File: src/logic/cii_pkg.sv
// Operation
// - sample contingency indicators only at ending pulse
// - contingency interrupt when error and contingency modes clear
// - contingency: set mode, save 0018, jump 0019
// - contingency mode blocks contingency and lower interrupts
// - processor error still interrupts during contingency mode
// - test/reset contingency select indicators one-hot bits
// - overflow on carry, bad divisor, zero divisor
// - overflow on load-time after unreset clock power loss
// - invalid opcode: immediate ending pulse, indicator bit 2
// - typewriter key release or print sets bit 3
// - keyboard request button sets bit 4
// - keyboard release button sets bit 5
// - stop button sets bit 6
// - io interrupt when error, contingency, io modes and inhibit clear
// - io interrupt: set mode, save 0020, jump 0021
// - higher class interrupts during io mode
// - io indicators keep setting during io mode
// - saved word: counter low, upper bits zero
// - class reset clears mode; all clear blocks one instruction
// - processor error: set mode, save 0016, jump 0017
package cii_pkg;
   localparam int CC_W = 15;
   localparam int SAVE_W = 25;
   localparam int SEL_W = 10;
   localparam int CONT_W = 6;
   localparam int BTN_W = 5;
   // memory words are decimal addresses
   localparam logic [CC_W-1:0] PE_SAVE = 15'h0010;
   localparam logic [CC_W-1:0] PE_JUMP = 15'h0011;
   localparam logic [CC_W-1:0] CONT_SAVE = 15'h0012;
   localparam logic [CC_W-1:0] CONT_JUMP = 15'h0013;
   localparam logic [CC_W-1:0] IO_SAVE = 15'h0014;
   localparam logic [CC_W-1:0] IO_JUMP = 15'h0015;
   // indicator index = select bit position minus one
   localparam int CI_OVF = 0;
   localparam int CI_INVOP = 1;
   localparam int CI_TYPE = 2;
   localparam int CI_KREQ = 3;
   localparam int CI_KREL = 4;
   localparam int CI_STOP = 5;
   localparam int BTN_KEY = 0;
   localparam int BTN_PRINT = 1;
   localparam int BTN_KREQ = 2;
   localparam int BTN_KREL = 3;
   localparam int BTN_STOP = 4;
   localparam int ADDR_W = 8;
   localparam logic [ADDR_W-1:0] REG_CTRL = 8'h00;
   localparam logic [ADDR_W-1:0] REG_STAT = 8'h04;
   localparam logic [ADDR_W-1:0] REG_PE = 8'h08;
   localparam logic [ADDR_W-1:0] REG_IO = 8'h0C;
   localparam int CTRL_INH = 0;
   localparam int STAT_PEM = 8;
   localparam int STAT_CM = 9;
   localparam int STAT_IOM = 10;
   localparam int STAT_BLK = 11;
   localparam logic [1:0] RESP_OKAY = 2'h0;
   localparam logic [1:0] RESP_DECERR = 2'h3;
   typedef enum logic [1:0] {
      CII_NONE = 2'b00,
      CII_PE = 2'b01,
      CII_CONT = 2'b10,
      CII_IO = 2'b11
   } cii_class_t;
   typedef enum logic [2:0] {
      CII_OP_NONE = 3'b000,
      CII_OP_TEST_CONT = 3'b001,
      CII_OP_RESET_CONT = 3'b010,
      CII_OP_TEST_PE = 3'b011,
      CII_OP_RESET_PE = 3'b100,
      CII_OP_TEST_IO = 3'b101,
      CII_OP_RESET_IO = 3'b110
   } cii_op_t;
endpackage

File: src/logic/cii_btn_if.sv
`timescale 1ns/1ps
interface cii_btn_if #(parameter int W = 5);
   logic [W-1:0] rise;
   modport src (output rise);
   modport dst (input rise);
endinterface

File: src/logic/cii_pin_sync.sv
`timescale 1ns/1ps
module cii_pin_sync #(
   parameter int W = 5
) (
   input wire logic aclk, // clock
   input wire logic aresetn, // sync reset, active low
   input wire logic [W-1:0] pin, // raw console levels
   cii_btn_if.src evt // one-cycle rising-edge pulses
);
   logic [W-1:0] meta;
   logic [W-1:0] stable;
   logic [W-1:0] last;
   logic [W-1:0] rise_q;
   wire [W-1:0] next_rise = stable & ~last;
   always_ff @(posedge aclk) begin
      if (!aresetn) begin
         meta <= '0;
         stable <= '0;
         last <= '0;
         rise_q <= '0;
      end else begin
         meta <= pin;
         stable <= meta;
         last <= stable;
         rise_q <= next_rise;
      end
   end
   assign evt.rise = rise_q;
endmodule

File: src/logic/cii_top.sv
// Decided for this implementation: the placing of the registers and register access over AXI4-Lite.
`timescale 1ns/1ps
module cii_top #(
   parameter int PE_W = 10,
   parameter int NCH = 8,
   parameter int DIV_W = 24
) (
   input wire logic aclk, // processor clock
   input wire logic aresetn, // sync reset, active low
   input wire logic [cii_pkg::ADDR_W-1:0] s_axi_awaddr, // write address
   input wire logic s_axi_awvalid, // write address valid
   output logic s_axi_awready, // write address ready
   input wire logic [31:0] s_axi_wdata, // write data
   input wire logic [3:0] s_axi_wstrb, // write strobes
   input wire logic s_axi_wvalid, // write data valid
   output logic s_axi_wready, // write data ready
   output logic [1:0] s_axi_bresp, // write response
   output logic s_axi_bvalid, // write response valid
   input wire logic s_axi_bready, // write response ready
   input wire logic [cii_pkg::ADDR_W-1:0] s_axi_araddr, // read address
   input wire logic s_axi_arvalid, // read address valid
   output logic s_axi_arready, // read address ready
   output logic [31:0] s_axi_rdata, // read data
   output logic [1:0] s_axi_rresp, // read response
   output logic s_axi_rvalid, // read data valid
   input wire logic s_axi_rready, // read data ready
   input wire logic end_pulse, // instruction ending pulse
   input wire logic [cii_pkg::CC_W-1:0] ctrl_counter, // control counter
   input wire cii_pkg::cii_op_t op, // test/reset instruction, one cycle
   input wire logic [cii_pkg::SEL_W-1:0] op_sel, // select bits 1..10
   input wire logic add_carry, // carry past top in add/subtract
   input wire logic div_check, // division operands valid
   input wire logic [DIV_W-1:0] divisor_mag, // divisor magnitude
   input wire logic [DIV_W-1:0] dividend_hi_mag, // upper half dividend
   input wire logic clk_power_drop, // program clock lost power
   input wire logic load_time_exec, // load-time instruction executes
   input wire logic prog_clock_reset, // program clock was reset
   input wire logic opcode_unimpl, // unimplemented opcode decoded
   input wire logic [PE_W-1:0] pe_set, // processor error events
   input wire logic [NCH-1:0] io_set, // channel io events
   input wire logic key_release_pin, // typewriter key released
   input wire logic print_pin, // typewriter printed
   input wire logic kb_req_pin, // keyboard request button
   input wire logic kb_rel_pin, // keyboard release button
   input wire logic stop_pin, // stop button
   output logic int_take, // forced transfer pulse
   output cii_pkg::cii_class_t int_class, // class taken
   output logic [cii_pkg::CC_W-1:0] save_addr, // word receiving counter
   output logic [cii_pkg::SAVE_W-1:0] save_word, // value to store
   output logic [cii_pkg::CC_W-1:0] jump_addr, // transfer target
   output logic test_valid, // test result pulse
   output logic test_hit, // selected indicator set
   output logic early_end // request immediate ending pulse
);
   import cii_pkg::*;

   cii_btn_if #(.W(BTN_W)) btn ();

   cii_pin_sync #(.W(BTN_W)) u_sync (
      .aclk(aclk),
      .aresetn(aresetn),
      .pin({stop_pin, kb_rel_pin, kb_req_pin, print_pin, key_release_pin}),
      .evt(btn)
   );

   logic [CONT_W-1:0] cont_ind;
   logic [PE_W-1:0] pe_ind;
   logic [NCH-1:0] io_ind;
   logic pe_mode;
   logic cont_mode;
   logic io_mode;
   logic block;
   logic io_inhibit;
   logic pwr_lost;

   // indicator events
   wire div_ovf = div_check &&
      (divisor_mag < dividend_hi_mag || divisor_mag == '0);
   wire late_ovf = load_time_exec & pwr_lost;
   wire [CONT_W-1:0] cont_evt;
   assign cont_evt[CI_OVF] = add_carry | div_ovf | late_ovf;
   assign cont_evt[CI_INVOP] = opcode_unimpl;
   assign cont_evt[CI_TYPE] =
      btn.rise[BTN_KEY] | btn.rise[BTN_PRINT];
   assign cont_evt[CI_KREQ] = btn.rise[BTN_KREQ];
   assign cont_evt[CI_KREL] = btn.rise[BTN_KREL];
   assign cont_evt[CI_STOP] = btn.rise[BTN_STOP];

   // selective clears, set wins over clear
   wire rst_cont = (op == CII_OP_RESET_CONT);
   wire rst_pe = (op == CII_OP_RESET_PE);
   wire rst_io = (op == CII_OP_RESET_IO);
   wire [CONT_W-1:0] clr_cont =
      rst_cont ? op_sel[CONT_W-1:0] : '0;
   wire [PE_W-1:0] clr_pe = rst_pe ? op_sel[PE_W-1:0] : '0;
   wire [NCH-1:0] clr_io = rst_io ? op_sel[NCH-1:0] : '0;
   wire [CONT_W-1:0] next_cont = (cont_ind & ~clr_cont) | cont_evt;
   wire [PE_W-1:0] next_pe = (pe_ind & ~clr_pe) | pe_set;
   wire [NCH-1:0] next_io = (io_ind & ~clr_io) | io_set;

   // test instructions
   wire test_cont = (op == CII_OP_TEST_CONT);
   wire test_pe = (op == CII_OP_TEST_PE);
   wire test_io = (op == CII_OP_TEST_IO);
   wire next_hit =
      (test_cont && |(cont_ind & op_sel[CONT_W-1:0])) ||
      (test_pe && |(pe_ind & op_sel[PE_W-1:0])) ||
      (test_io && |(io_ind & op_sel[NCH-1:0]));

   // arbitration at the ending pulse only
   wire pe_go = end_pulse & |pe_ind & ~pe_mode & ~block;
   wire cont_go = end_pulse & |cont_ind & ~pe_mode & ~cont_mode
      & ~block;
   wire io_go = end_pulse & |io_ind & ~pe_mode & ~cont_mode & ~io_mode
      & ~io_inhibit & ~block;
   wire cii_class_t pick = pe_go ? CII_PE :
      cont_go ? CII_CONT :
      io_go ? CII_IO : CII_NONE;
   wire take_pe = (pick == CII_PE);
   wire take_cont = (pick == CII_CONT);
   wire take_io = (pick == CII_IO);
   wire [CC_W-1:0] next_save = take_pe ? PE_SAVE :
      take_cont ? CONT_SAVE : IO_SAVE;
   wire [CC_W-1:0] next_jump = take_pe ? PE_JUMP :
      take_cont ? CONT_JUMP : IO_JUMP;
   wire [SAVE_W-1:0] next_word =
      {{(SAVE_W-CC_W){1'b0}}, ctrl_counter};

   // mode flags: taking an interrupt sets, the class reset clears
   wire next_pe_mode = take_pe | (pe_mode & ~rst_pe);
   wire next_cont_mode =
      take_cont | (cont_mode & ~rst_cont);
   wire next_io_mode = take_io | (io_mode & ~rst_io);
   wire any_reset = rst_cont | rst_pe | rst_io;
   wire all_clear =
      (next_cont == '0) && (next_pe == '0) && (next_io == '0);
   // the blocked ending pulse is the reset instruction's own
   wire next_block = (any_reset & all_clear) |
      (block & ~end_pulse);
   wire next_pwr_lost = clk_power_drop |
      (pwr_lost & ~prog_clock_reset);

   always_ff @(posedge aclk) begin
      if (!aresetn) begin
         cont_ind <= '0;
         pe_ind <= '0;
         io_ind <= '0;
         pe_mode <= 1'b0;
         cont_mode <= 1'b0;
         io_mode <= 1'b0;
         block <= 1'b0;
         pwr_lost <= 1'b0;
      end else begin
         cont_ind <= next_cont;
         pe_ind <= next_pe;
         io_ind <= next_io;
         pe_mode <= next_pe_mode;
         cont_mode <= next_cont_mode;
         io_mode <= next_io_mode;
         block <= next_block;
         pwr_lost <= next_pwr_lost;
      end
   end

   always_ff @(posedge aclk) begin
      if (!aresetn) begin
         int_take <= 1'b0;
         int_class <= CII_NONE;
         save_addr <= '0;
         save_word <= '0;
         jump_addr <= '0;
         test_valid <= 1'b0;
         test_hit <= 1'b0;
         early_end <= 1'b0;
      end else begin
         int_take <= (pick != CII_NONE);
         int_class <= pick;
         if (pick != CII_NONE) begin
            save_addr <= next_save;
            save_word <= next_word;
            jump_addr <= next_jump;
         end
         test_valid <= test_cont | test_pe | test_io;
         test_hit <= next_hit;
         early_end <= opcode_unimpl;
      end
   end

   // AXI4-Lite slave
   logic [ADDR_W-1:0] aw_addr;
   logic [31:0] w_data;
   logic [3:0] w_strb;
   logic aw_have;
   logic w_have;
   wire aw_hs = s_axi_awvalid & s_axi_awready;
   wire w_hs = s_axi_wvalid & s_axi_wready;
   wire aw_now = aw_have | aw_hs;
   wire w_now = w_have | w_hs;
   wire [ADDR_W-1:0] wa = aw_hs ? s_axi_awaddr : aw_addr;
   wire [31:0] wd = w_hs ? s_axi_wdata : w_data;
   wire [3:0] ws = w_hs ? s_axi_wstrb : w_strb;
   wire do_write = aw_now & w_now & ~s_axi_bvalid;
   wire wr_ctrl = do_write && (wa == REG_CTRL);
   wire wr_ok = (wa == REG_CTRL) || (wa == REG_STAT) ||
      (wa == REG_PE) || (wa == REG_IO);
   wire b_done = s_axi_bvalid & s_axi_bready;

   always_ff @(posedge aclk) begin
      if (!aresetn) begin
         s_axi_awready <= 1'b1;
         s_axi_wready <= 1'b1;
         s_axi_bvalid <= 1'b0;
         s_axi_bresp <= RESP_OKAY;
         aw_have <= 1'b0;
         w_have <= 1'b0;
         aw_addr <= '0;
         w_data <= '0;
         w_strb <= '0;
         io_inhibit <= 1'b0;
      end else begin
         if (aw_hs) begin
            aw_addr <= s_axi_awaddr;
            aw_have <= 1'b1;
            s_axi_awready <= 1'b0;
         end
         if (w_hs) begin
            w_data <= s_axi_wdata;
            w_strb <= s_axi_wstrb;
            w_have <= 1'b1;
            s_axi_wready <= 1'b0;
         end
         if (do_write) begin
            aw_have <= 1'b0;
            w_have <= 1'b0;
            s_axi_awready <= 1'b0;
            s_axi_wready <= 1'b0;
            s_axi_bvalid <= 1'b1;
            s_axi_bresp <= wr_ok ? RESP_OKAY : RESP_DECERR;
         end
         if (wr_ctrl && ws[0]) begin
            io_inhibit <= wd[CTRL_INH];
         end
         if (b_done) begin
            s_axi_bvalid <= 1'b0;
            s_axi_awready <= 1'b1;
            s_axi_wready <= 1'b1;
         end
      end
   end

   wire ar_hs = s_axi_arvalid & s_axi_arready;
   wire [31:0] stat_word;
   assign stat_word[CONT_W-1:0] = cont_ind;
   assign stat_word[STAT_PEM-1:CONT_W] = '0;
   assign stat_word[STAT_PEM] = pe_mode;
   assign stat_word[STAT_CM] = cont_mode;
   assign stat_word[STAT_IOM] = io_mode;
   assign stat_word[STAT_BLK] = block;
   assign stat_word[31:STAT_BLK+1] = '0;
   wire [31:0] ctrl_word = {31'h0, io_inhibit};
   wire [31:0] pe_word = {{(32-PE_W){1'b0}}, pe_ind};
   wire [31:0] io_word = {{(32-NCH){1'b0}}, io_ind};
   wire rd_ctrl = (s_axi_araddr == REG_CTRL);
   wire rd_stat = (s_axi_araddr == REG_STAT);
   wire rd_pe = (s_axi_araddr == REG_PE);
   wire rd_io = (s_axi_araddr == REG_IO);
   wire rd_ok = rd_ctrl | rd_stat | rd_pe | rd_io;
   wire [31:0] rd_mux = rd_ctrl ? ctrl_word :
      rd_stat ? stat_word :
      rd_pe ? pe_word :
      rd_io ? io_word : 32'h0;

   always_ff @(posedge aclk) begin
      if (!aresetn) begin
         s_axi_arready <= 1'b1;
         s_axi_rvalid <= 1'b0;
         s_axi_rdata <= '0;
         s_axi_rresp <= RESP_OKAY;
      end else if (ar_hs) begin
         s_axi_arready <= 1'b0;
         s_axi_rvalid <= 1'b1;
         s_axi_rdata <= rd_mux;
         s_axi_rresp <= rd_ok ? RESP_OKAY : RESP_DECERR;
      end else if (s_axi_rvalid && s_axi_rready) begin
         s_axi_rvalid <= 1'b0;
         s_axi_arready <= 1'b1;
      end
   end
endmodule

File: config.mk
export PLATFORM = sky130hd
export DESIGN_NAME = cii_top
export DESIGN_NICKNAME = d
export VERILOG_FILES = /design/src/logic/cii_pkg.sv /design/src/logic/cii_btn_if.sv /design/src/logic/cii_pin_sync.sv /design/src/logic/cii_top.sv
export SDC_FILE = /design/constraint.sdc
export NUM_CORES = 1
export LEC_CHECK = 0
export ABC_CLOCK_PERIOD_IN_PS = 1700
export BUFFER_PORTS_ARGS = -buffer_cell sky130_fd_sc_hd__clkbuf_2
export CAP_MARGIN = 20
export CORE_MARGIN = 2
export CORE_UTILIZATION = 42
export CTS_CLUSTER_DIAMETER = 150
export DETAILED_ROUTE_END_ITERATION = 8
export HOLD_SLACK_MARGIN = 0.1
export PLACE_DENSITY = 0.74
export RECOVER_POWER = 50
export REMOVE_ABC_BUFFERS = 1
export SYNTH_ARGS = -nofsm -noshare
export SYNTH_HDL_FRONTEND = slang
export SYNTH_SLANG_ARGS = --single-unit
File: constraint.sdc
create_clock -name aclk -period 1.7 [get_ports aclk]
set_input_delay 0.085 -clock aclk [delete_from_list [all_inputs] [get_ports aclk]]
set_output_delay 0.085 -clock aclk [all_outputs]
set_load 0.02 [all_outputs]
==> results of run 1 <==
## how the worst max path moves through the flow
stage / to / slack (ps) / depth (start not counted)
2_1_floorplan: save_word[0] / -240 / 6
3_3_place_gp: block / -240 / 8
3_5_place_dp: block / -280 / 8
4_1_cts: io_inhibit / -10 / 6
5_1_grt: save_word[14] / -90 / 7
6_report: save_word[9] / 10 / 8
## state kept, by name (all words and copies together), names as in the netlist, 2 cells and up
name,cells
u_sync.stable,5
u_sync.last,5
int_class,2
save_word,15
u_sync.meta,5
s_axi_rdata,12
aw_addr,8
u_sync.evt.rise,5
cont_ind,6
jump_addr,3
io_ind,8
pe_ind,10
## layer usage
layer / GRT usage (%) / up-vias / wire length (um)
li1: - / 2491 / -
met1: 25.7 / 2239 / 6060
met2: 39.2 / 246 / 7240
met3: 6.80 / 28 / 1470
met4: 8.31 / 0 / 389
met5: 0 / - / 0
## worst max-delay path: stages, from the launching register on
cell                       delay (ps)
sky130_fd_sc_hd__dfxtp_2          340
sky130_fd_sc_hd__nor4_4           260
sky130_fd_sc_hd__buf_4            170
sky130_fd_sc_hd__a211oi_4          60
sky130_fd_sc_hd__o21ai_2          130
sky130_fd_sc_hd__and2_4           230
sky130_fd_sc_hd__buf_12           140
sky130_fd_sc_hd__mux2i_1          180
sky130_fd_sc_hd__nor2b_1           70
## timing repair
| item | CTS | global route |
|---|---|---|
| setup endpoints to repair | 19 | 23 |
| pin swaps | 3 | 7 |
| buffers inserted | 3 | 0 |
| cloned | 2 | 0 |
| gates resized for setup | 12 | 14 |
| hold buffers | 54 | 0 |
| endpoints found under the hold margin | 53 | 0 |
## synth_stat cells, drive strengths merged (13+ instances only)
library cell,instances
nand2,41
nor2,13
nor4,13
nor2b,58
a21oi,21
mux2i,20
buf,64
o21ai,17
clkbuf,14
ha,23
dfxtp,105
nand2b,18
inv,27
a21boi,14
o22ai,14
and2,25
## kinds of logic after synthesis
kind of cell / Yosys count
flops: 105
simple gates: 211
buf+inv: 105
compound gates: 110
other cells: 1
mux: 26
fa+ha+maj: 23
## cell type report
type	count	area, sq um
repair buffers	291	1900
clock buffers	10	239
clock inverters	6	90.1
multi-input cells	423	2880
well taps	172	215
flip-flops and latches	105	2110
fillers	1143	4940
inverters	27	101
## where the power goes
group | internal [mW] | switching (mW)
clock network | 1.34 | 0.940
registers | 2.61 | 0.103
logic | 0.674 | 0.726
==> run summary, run 1 <==
The post-synthesis instance total is 581. The placer's final routability congestion estimate came out at 0.970. The actual slew at the worst max-slew pin is 771 ps. At the end of the flow, the number of nets in the layout was 1045. Summing all placed instances gives a cell area of 0.00651 sq mm. The post-layout instance area is 0.00753 sq mm.

The achievable frequency came out at 0.593 GHz. The setup violation total in the final timing report came out at 0. The ratio of final minimum period to clock period is 99.2%. The worst register-to-register path ends at save_word[9]. The area fraction of the dominant cell type after synthesis is 39.5%. The number of slew-limit violations in the final report is 0.

The number of core rows came out at 41. The detailed-routing iteration count for the pre-antenna-repair pass came out at 5. For this run, design rule violations remaining after detail routing come to 0. The number of cells in the finished layout apart from fillers came out at 1034. The count of flip-flops with a built-in enable after synthesis came out at 0. The maximum number of pins on one net before global-route repair is 50.

The number of input and output port buffers inserted came out at 179. The run finished with clean final reports. The count of H-tree levels built during CTS came out at 3. The total number of clock tree sinks is 105. The number of placed instances, taps included, is 960. The depth of the worst register-to-register path is 8. In this run, synthesis produced a sequential element count of 105. The vias after detailed routing came out at 5004. Across every metal layer, demand over resource in global routing totals 22.3%.

The first-pass GRT wire length came out at 23.3 mm. The CTS buffer count is 9. The mean post-synth cell area is 9.15 sq um. The area of the core is 0.0125 sq mm. Once detail routing completed, the nets flagged for antenna violations numbered 0. The number of antenna diodes in the final layout is 0. The worst-case setup margin in the final layout came out at 13.2 ps.

The class of the most critical setup path is flop to flop. Setup repair after global routing could not meet its margin everywhere. Leaving out fill and tap cells, the most frequent cell in the layout is sky130_fd_sc_hd__clkbuf_2.

The path category of the worst min-delay check is input pin to flop. The ratio of total power to cell area is 849 mW/mm^2. Leaving out fill and tap cells, the most frequent cells in the layout are sky130_fd_sc_hd__clkbuf_2, sky130_fd_sc_hd__dfxtp_1, sky130_fd_sc_hd__nor2b_1. The routed length per instance came out at 14.7 um. The clock insertion delay at the later pin of the skew report is 350 ps. The post-route netlist has 31.1% of its cells at a drive strength greater than 1. The kind of capture point of the worst setup path is a flop.

Once detailed placement completed, the half-perimeter wirelength came to 11.6 mm. The total wirelength of the detailed-routed design is 15.2 mm. The die height is 117 um.

In this run the most critical hold path is launched from s_axi_awaddr[5]. Relative to the synthesized area, the layout overhead comes to 41.5%. The die covers 0.0136 sq mm. The power consumption is 6.39 mW. The number of ports placed on the die boundary is 267. The most common flop cell mapped by yosys is sky130_fd_sc_hd__dfxtp_1. The die width is 117 um. The worst relative slew slack is 48.6%. The worst supply voltage drop on vdd came out at 0.522 mV. The number of antenna violations at the first check in global routing came to 0.

The maximum clock skew at final layout is 5.24 ps. Hold is met by 115 ps. At the end of the flow the core is filled with cells to 60.4%. The post-place setup slack came out at -284 ps. The worst setup slack for register-to-register paths came out at 10 ps. After synthesis, the largest family of logic cells by area is simple AND/OR/NAND/NOR gates. The share of synthesized cell area in and, or, nand and nor gates is 23.8%. The cell leakage power is 3.50 nW.

In the post-synthesis netlist, the biggest area contributors are sky130_fd_sc_hd__dfxtp_1, sky130_fd_sc_hd__buf_4, sky130_fd_sc_hd__nor2b_1. The Yosys step of the flow raised 0 warnings. The DRC violation total after the first TritonRoute iteration came out at 392. The number of buffers on the longest clock path is 2. The number of maximum-capacitance violations came out at 0. The most critical setup path has its startpoint at io_ind[0]. Counting flops with an async set or reset pin after synthesis yields a share of 0%. The fraction of synthesized cell area in xor and xnor cells came out at 0%.

The endpoint required time on the critical path is 1940 ps. The via count of the first global-routing pass came out at 4780. The cell area that synthesis handed to floorplanning was 0.00532 sq mm. The largest fanout on the critical path is 5.

TritonCTS built the clock tree. After layout, the minimum clock period comes to 1690 ps. The effective utilization at floorplan is 42.7%.

The overall overflow remaining after global route is 0. The worst hold endpoint is aw_addr[5]. The post-synthesis share of cell area spent on full adders, half adders and majority gates is 5.41%. The multiplexer share of the synthesized area is 5.25%. The synthesized netlist devotes 14.1% of its cell area to compound gates. The post-route setup TNS came out at 0 ps. The worst register-to-register path begins at io_ind[0]. The root buffer selected by CTS is sky130_fd_sc_hd__clkbuf_16.

STA classifies the critical path startpoint as a flop. The synthesized netlist contains 56 unique library cells. The worst hold path passes through 4 cells. The clock-pin slew of the registers on the worst-case setup and hold paths is 70 ps. The sequential fraction of the synthesis area is 39.5%. The final-report hold violation count is 0.

After detailed routing, the number of vias per cell comes to 4.84. The library cell with the largest summed area after synthesis is sky130_fd_sc_hd__dfxtp_1. The worst path arrival time came out at 1930 ps.
Note: power is estimated with default switching activity, not from simulation.
==> inputs of run 2 (changes only) <==
--- a/config.mk
+++ b/config.mk
@@ -8,6 +8,7 @@
 export ABC_CLOCK_PERIOD_IN_PS = 1700
 export BUFFER_PORTS_ARGS = -buffer_cell sky130_fd_sc_hd__clkbuf_2
 export CAP_MARGIN = 20
+export CORE_ASPECT_RATIO = 0.8
 export CORE_MARGIN = 2
 export CORE_UTILIZATION = 42
 export CTS_CLUSTER_DIAMETER = 150
==> run 2 against run 1 <==
  * The flow now finishes with violations (negative setup slack)
  * Sequential share of layout area rose by 0.30 points
  * Critical path depth did not move
  * Worst setup slack got worse by 61 ps
  * Design area fell by 1.1%
  * Largest cell class unchanged
  * Largest power group unchanged
==> run summary, run 2 (synthesis gave the netlist of run 1 again) <==
The count of nets left with antenna violations after detail routing is 0 (unchanged). The final-stage net count came out at 1048 (+0.29%). Setup repair after global routing could not meet its margin everywhere. The worst-case setup margin in the final layout was -47.4 ps (-60.6 ps). The area of the core came out at 0.0123 sq mm (-1.7%). The total global routing track utilization is 22.2% (-0.18 points). Clock tree synthesis selected as its root buffer the cell sky130_fd_sc_hd__clkbuf_16. The count of H-tree levels built during CTS is 3 (unchanged). The overall die area is 0.0136 sq mm (about the same).

The worst relative slew slack is 46.2% (-2.4 points). The setup violation total in the final timing report was 9 (+9). The worst supply voltage drop on vdd was 0.706 mV (+35%). The clock period minus worst slack came out at 1750 ps (+60.6 ps).

The kind of capture point of the worst setup path is a flop. The core utilization of the finished layout came out at 60.8% (+0.40 points). The cell leakage power is 3.40 nW (-2.8%). The maximum clock skew at final layout came out at 11.8 ps (+6.56 ps). The ratio of final minimum period to clock period came out at 103% (+3.6 points).

In the layout the commonest cells are sky130_fd_sc_hd__clkbuf_2, sky130_fd_sc_hd__dfxtp_1, sky130_fd_sc_hd__nor2b_1. The maximum number of pins on one net before global-route repair is 75 (+50%). The path category of the worst min-delay check is input pin to flop. The number of maximum-capacitance violations is 0 (unchanged).

The endpoint required time on the critical path is 1940 ps (about the same). The number of slew-limit violations in the final report is 0 (unchanged). TritonCTS built the clock tree. The largest fanout on the critical path is 5 (unchanged). The effective utilization at floorplan came out at 43.4% (+0.75 points). The DRC violation total after the first TritonRoute iteration came out at 430 (+9.7%). The startpoint type of the worst setup path is an input pin.

The achievable frequency is 0.572 GHz (-3.5%). The via count of the first global-routing pass is 4835 (+1.2%). The half-perimeter wire length after placement came to 11.4 mm (-1.8%).

The flow ran to the end, but the final reports show violations. The first-pass GRT wire length came out at 23.9 mm (+2.8%). The share of final-layout standard cells stronger than drive strength 1 is 28.8% (-2.3 points). The actual slew at the worst max-slew pin is 807 ps (+35.3 ps).

The worst setup path is of the input pin to flop kind. The layout overhead on the synthesized area is 40.0%. The final-report hold violation count is 0 (unchanged).

The number of core rows is 36 (-12%). The clock insertion delay at the later pin of the skew report is 350 ps (about the same). The overall overflow remaining after global route came to 0 (unchanged).

The total wirelength of the detailed-routed design is 15.4 mm (+1.6%). The number of input and output port buffers inserted came out at 179 (unchanged). The via-per-instance ratio came out at 4.86 (+0.33%). The number of antenna violations at the first check in global routing came out at 1 (+1). The detailed-routing iteration count for the pre-antenna-repair pass is 7 (+2). The largest registers in the layout are save_word x15, s_axi_rdata x12, pe_ind x10. The number of buffers on the longest clock path is 2 (unchanged). The footprint of the flip-flops and latches came out at 0.00211 sq mm (unchanged). Counting flops per register, the top entry is save_word.

The worst path arrival time is 1980 ps (+50 ps). The post-place setup slack came out at -172 ps (+112 ps). The ratio of total power to cell area is 816 mW/mm^2 (-3.9%). The die width is 130 um (+11%). The library cell used most frequently in the layout, excluding fill and tap cells, is sky130_fd_sc_hd__clkbuf_2.

The number of ports placed on the die boundary came out at 267 (unchanged). The vias after detailed routing came out at 5035 (+0.62%). The placer's final routability congestion estimate came to 0.930 (-4.2%). The total number of clock tree sinks was 105 (unchanged). The post-route DRC violation count came out at 0 (unchanged). The area occupied by multi-input gates is 0.00286 sq mm (-0.61%). The final reports fail on negative setup slack. The CTS buffer count was 9 (unchanged). The routed length per instance is 14.9 um (+1.3%). The layout filler cell count is 1103 (-3.5%). The die height is 105 um (-10%).

The clock-pin slew of the registers on the worst-case setup and hold paths is 70 ps (about the same). The number of flip-flops in the largest register is 15 (unchanged).
[run 2: cell count changes in the layout (fill, tap and decap cells not counted), sizes merged]
cell and delta:
buf +4, bufinv -2, clkbuf +5, clkinv -1, clkinvlp +1, diode +1, dlygate4sd3 -6, inv +2
[run 2: path summary, 6_finish.rpt]
| check | start | endpoint | slack [ps] | cells past startpoint |
|---|---|---|---|---|
| max reg2reg | cont_ind[0] | save_word[8] | -20 | 8 |
| max | end_pulse | save_word[8] | -50 | 8 |
| min | add_carry | block | 80 | 4 |
| min reg2reg | u_sync.last[3] | u_sync.evt.rise[3] | 370 | 1 |
[run 2: per-stage QoR]
stage	total power [mW]	hold slack [ps]	instances	area, sq um	TNS, ps
2_1_floorplan	3.39	161	555	4980	-4030
3_3_place_gp	3.98	290	970	6620	-367
3_5_place_dp	3.99	295	970	6620	-638
4_1_cts	6.05	106	1034	7410	0
5_1_grt	6.37	109	1036	7440	-1420
6_report	6.08	80.5	1037	7450	-127
[run 2: per-layer routing]
layer | GRT usage, % | wire (um) | up-vias
met3 | 6.40 | 1310 | 27
met5 | 0 | 0 | -
met4 | 6.07 | 257 | 0
li1 | - | - | 2501
met2 | 36.5 | 7180 | 231
met1 | 28.2 | 6660 | 2276
[run 2: repair_timing]
action	CTS	global route
resized for setup	6	13
hold endpoints to repair	46	0
gates cloned	0	2
hold buffers	48	0
pin swaps	2	4
buffers inserted	0	0
endpoints found under the setup margin	16	21
[run 2: layout make-up]
| type | count | share of cell area [%] |
|---|---|---|
| Multi-Input combinational cell | 423 | 38.4 |
| Sequential cell | 105 | 28.3 |
| Timing Repair Buffer | 294 | 25.3 |
| Clock buffer | 10 | 3.07 |
| Tap cell | 171 | 2.87 |
| Inverter | 27 | 1.36 |
| Clock inverter | 6 | 0.655 |
| Antenna cell | 1 | 0.0336 |
[run 2: power breakdown]
group          leakage, nW  switching (mW)  total (mW)  internal, mW
Clock                0.131           0.951        1.96          1.01
Sequential           0.865          0.0993        2.71          2.61
Combinational         2.40           0.739        1.40         0.665
[run 2: worst max-delay path, stage by stage]
cell and delay, ps:
sky130_fd_sc_hd__dlygate4sd3_1 550, sky130_fd_sc_hd__clkbuf_2 110, sky130_fd_sc_hd__or3b_1 400, sky130_fd_sc_hd__a31o_2 250, sky130_fd_sc_hd__and2_4 190, sky130_fd_sc_hd__buf_12 140, sky130_fd_sc_hd__mux2i_2 180, sky130_fd_sc_hd__nor2b_1 70
==> inputs of run 3 (changes only) <==
--- a/config.mk
+++ b/config.mk
@@ -9,7 +9,7 @@
 export BUFFER_PORTS_ARGS = -buffer_cell sky130_fd_sc_hd__clkbuf_2
 export CAP_MARGIN = 20
 export CORE_ASPECT_RATIO = 0.8
-export CORE_MARGIN = 2
+export CORE_MARGIN = 3
 export CORE_UTILIZATION = 42
 export CTS_CLUSTER_DIAMETER = 150
 export DETAILED_ROUTE_END_ITERATION = 8
==> run 3 against run 2 <==
  * The flow still finishes with violations (negative setup slack)
  * Register-to-register slack barely moved
  * Global-route usage fell by 1.1 points
  * Critical path depth unchanged
  * First-iteration DRC count shrank 31%
  * Core utilization grew 0.13 points
  * Critical endpoint unchanged
==> run summary, run 3 (synthesis gave the netlist of run 1 again) <==
The maximum clock skew at final layout came to 7.73 ps (-4.06 ps). The worst supply voltage drop on vdd is 0.627 mV (-11%). In this run the most critical hold path is launched from s_axi_awaddr[5]. The detailed-routing iteration count for the pre-antenna-repair pass came to 5 (-2). Leaving out fill and tap cells, the most frequent cells in the layout are sky130_fd_sc_hd__clkbuf_2, sky130_fd_sc_hd__dfxtp_1, sky130_fd_sc_hd__nor2b_1. The number of ports placed on the die boundary came out at 267 (unchanged). The global-route track usage on met1 was 27.7% (-0.57 points). The routed length per instance is 14.9 um (+0.17%). The endpoint of the worst register-to-register path is save_word[8]. The worst hold path terminates at aw_addr[5].

The ratio of final minimum period to clock period is 101% (-1.3 points). The clock-pin slew of the registers on the worst-case setup and hold paths came out at 70 ps (about the same). The clock insertion delay at the later pin of the skew report came out at 340 ps (about the same). The die width is 132 um (+1.5%). The maximum number of pins on one net before global-route repair is 78 (+4.0%).

The number of antenna violations at the first check in global routing is 0 (-1). The depth of the worst register-to-register path was 8 (unchanged). The register share of total power came out at 44.2% (-0.4 points). The via count of the first global-routing pass came to 4901 (+1.4%). The layout overhead on the synthesized area came out at 40.8%. The ratio of total power to cell area came to 818 mW/mm^2 (+0.28%).

The largest fanout on the critical path came out at 5 (unchanged). The vias after detailed routing came out at 5064 (+0.58%). The number of flip-flops in the largest register is 15 (unchanged). The final reports fail on negative setup slack. The area of the core is 0.0123 sq mm (+0.37%). The achievable frequency is 0.580 GHz (+1.3%). The total global routing track utilization came to 21.1% (-1.1 points). The post-place setup slack is -147 ps (+25.1 ps). The number of buffers on the longest clock path is 2 (unchanged).

The share of final-layout standard cells stronger than drive strength 1 is 29.1% (+0.31 points). The worst hold path depth is 4 (unchanged). The worst setup path is of the flop to flop kind. The number of antenna diodes came out at 0 (-1). The CTS buffer count is 9 (unchanged). Leaving out fill and tap cells, the most frequent cell in the layout is sky130_fd_sc_hd__clkbuf_2. The switching part of the total power came out at 29.2% (-0.22 points). The post-route DRC violation count is 0 (unchanged).

The count of H-tree levels built during CTS is 3 (unchanged). The total wirelength of the detailed-routed design is 15.4 mm (+0.17%). STA classifies the critical path startpoint as a flop. In the final layout, the registers with the most flip-flops are save_word x15, s_axi_rdata x12, pe_ind x10. The clock network fraction of total power came out at 32.5% (+0.2 points). The cell leakage power came out at 3.42 nW (+0.45%).

The overall die area is 0.0141 sq mm (+3.5%). Counting flops per register, the top entry is save_word. The overall overflow remaining after global route was 0 (unchanged). The total number of clock tree sinks was 105 (unchanged).

The number of slew-limit violations in the final report is 0 (unchanged). The switching component of the power is 1.79 mW (+0.11%). The endpoint required time on the critical path is 1940 ps (about the same). The post-layout instance area is 0.00749 sq mm (+0.59%). The via-per-instance ratio is 4.88 (+0.58%). The relative contribution of combinational cells to total power is 23.3% (+0.2 points).

The number of core rows came out at 36 (unchanged). The met2 layer usage reported by global route came to 35.2% (-1.3 points). The effective utilization at floorplan came to 43.3% (-0.16 points).

The final-report hold violation count came out at 0 (unchanged). The cell area after placement came out at 0.00658 sq mm (-0.53%). TritonCTS built the clock tree. The busiest layer in global routing is met2. The worst register-to-register path begins at cont_ind[0]. The internal power consumption came out at 4.34 mW (+1.2%).

The path category of the worst min-delay check is input pin to flop. The worst setup path is captured at a flop. The met3 global-route usage is 5.82% (-0.58 points). The first-pass GRT wire length came to 24.1 mm (+0.61%). The clock period minus worst slack is 1730 ps (-22.2 ps).

The flow ran to the end, but the final reports show violations. The worst-case setup margin in the final layout came to -25.3 ps (+22.2 ps). The number of maximum-capacitance violations came out at 0 (unchanged). The final-stage net count is 1049 (+0.095%). The half-perimeter wire length after placement is 11.5 mm (+1.4%).

Setup repair after global routing could not meet its margin everywhere. The count of nets left with antenna violations after detail routing is 0 (unchanged). CTS placed an instance of sky130_fd_sc_hd__clkbuf_16 at the clock tree root.

The worst path arrival time was 1960 ps (-20 ps). The die height came out at 107 um (+1.9%). The setup violation total in the final timing report is 4 (-5). The DRC violation total after the first TritonRoute iteration came out at 297 (-31%). The post-route setup TNS came out at -52.3 ps (+74.3 ps).

The placer's final routability congestion estimate is 0.980 (+5.4%). The number of input and output port buffers inserted is 179 (unchanged). The worst setup slack for register-to-register paths came out at -30 ps (about the same).
-- run 3: cell types whose count changed in the layout (fill, tap and decap cells not counted), sizes merged --
cell / delta
dlygate4sd3: +3
buf: -2
clkinv: +2
clkinvlp: -1
diode: -1
inv: -1
-- run 3: worst max-delay path, stage by stage, from the launching register on --
cell and delay (ps):
sky130_fd_sc_hd__dfxtp_2 340, sky130_fd_sc_hd__nor4_4 260, sky130_fd_sc_hd__buf_4 160, sky130_fd_sc_hd__nand2_2 60, sky130_fd_sc_hd__o21ai_2 160, sky130_fd_sc_hd__and2_4 210
sky130_fd_sc_hd__buf_12 140, sky130_fd_sc_hd__mux2i_4 220, sky130_fd_sc_hd__nor2b_1 70
-- run 3: what timing repair did --
action / CTS / global route
cloned: 0 / 2
pin swaps: 3 / 5
endpoints found under the hold margin: 52 / 0
hold buffers: 51 / 0
resized for setup: 8 / 17
setup buffers: 0 / 2
endpoints found under the setup margin: 19 / 19
-- run 3: routing by layer --
layer  up-vias  part of all wire, %
met1      2329                   44
li1       2494                    -
met2       229                   47
met3        12                  8.2
met5         -                    0
met4         0                 0.68
-- run 3: worst max-delay path by stage --
stage / startpoint / to / cells past startpoint
finish: cont_ind[0] / save_word[8] / 8
global route: cont_ind[0] / save_word[8] / 8
CTS: aw_addr[6] / io_inhibit / 6
detailed placement: divisor_mag[15] / block / 8
global placement: divisor_mag[15] / block / 8
floorplan: cont_ind[3] / save_word[0] / 6
-- run 3: area by class of cell --
cell class	instances	area (sq um)
fillers	1129	4810
multi-input cells	423	2890
flip-flops and latches	105	2100
repair buffers	295	1890
clock buffers	10	239
well taps	171	214
inverters	27	101
clock inverters	6	50.0
-- run 3: power groups by stage --
stage / Sequential, mW / Clock [mW] / Combinational, mW
after floorplan: 2.83 / 0 / 0.561
after global placement: 2.74 / 0 / 1.23
after detailed placement: 2.75 / 0 / 1.24
after CTS: 2.70 / 2.05 / 1.35
after global routing: 2.72 / 2.16 / 1.55
final: 2.71 / 1.99 / 1.43
-- run 3: per-stage QoR --
stage                     cells  hold WS (ps)  total power [mW]  utilization [%]
after floorplan             555           161              3.39                -
after global placement      967           289              3.97             53.5
after detailed placement    967           295              3.99             53.5
after CTS                  1034           106              6.10             60.4
after global routing       1037           144              6.43             60.9
final                      1037           127              6.13             60.9
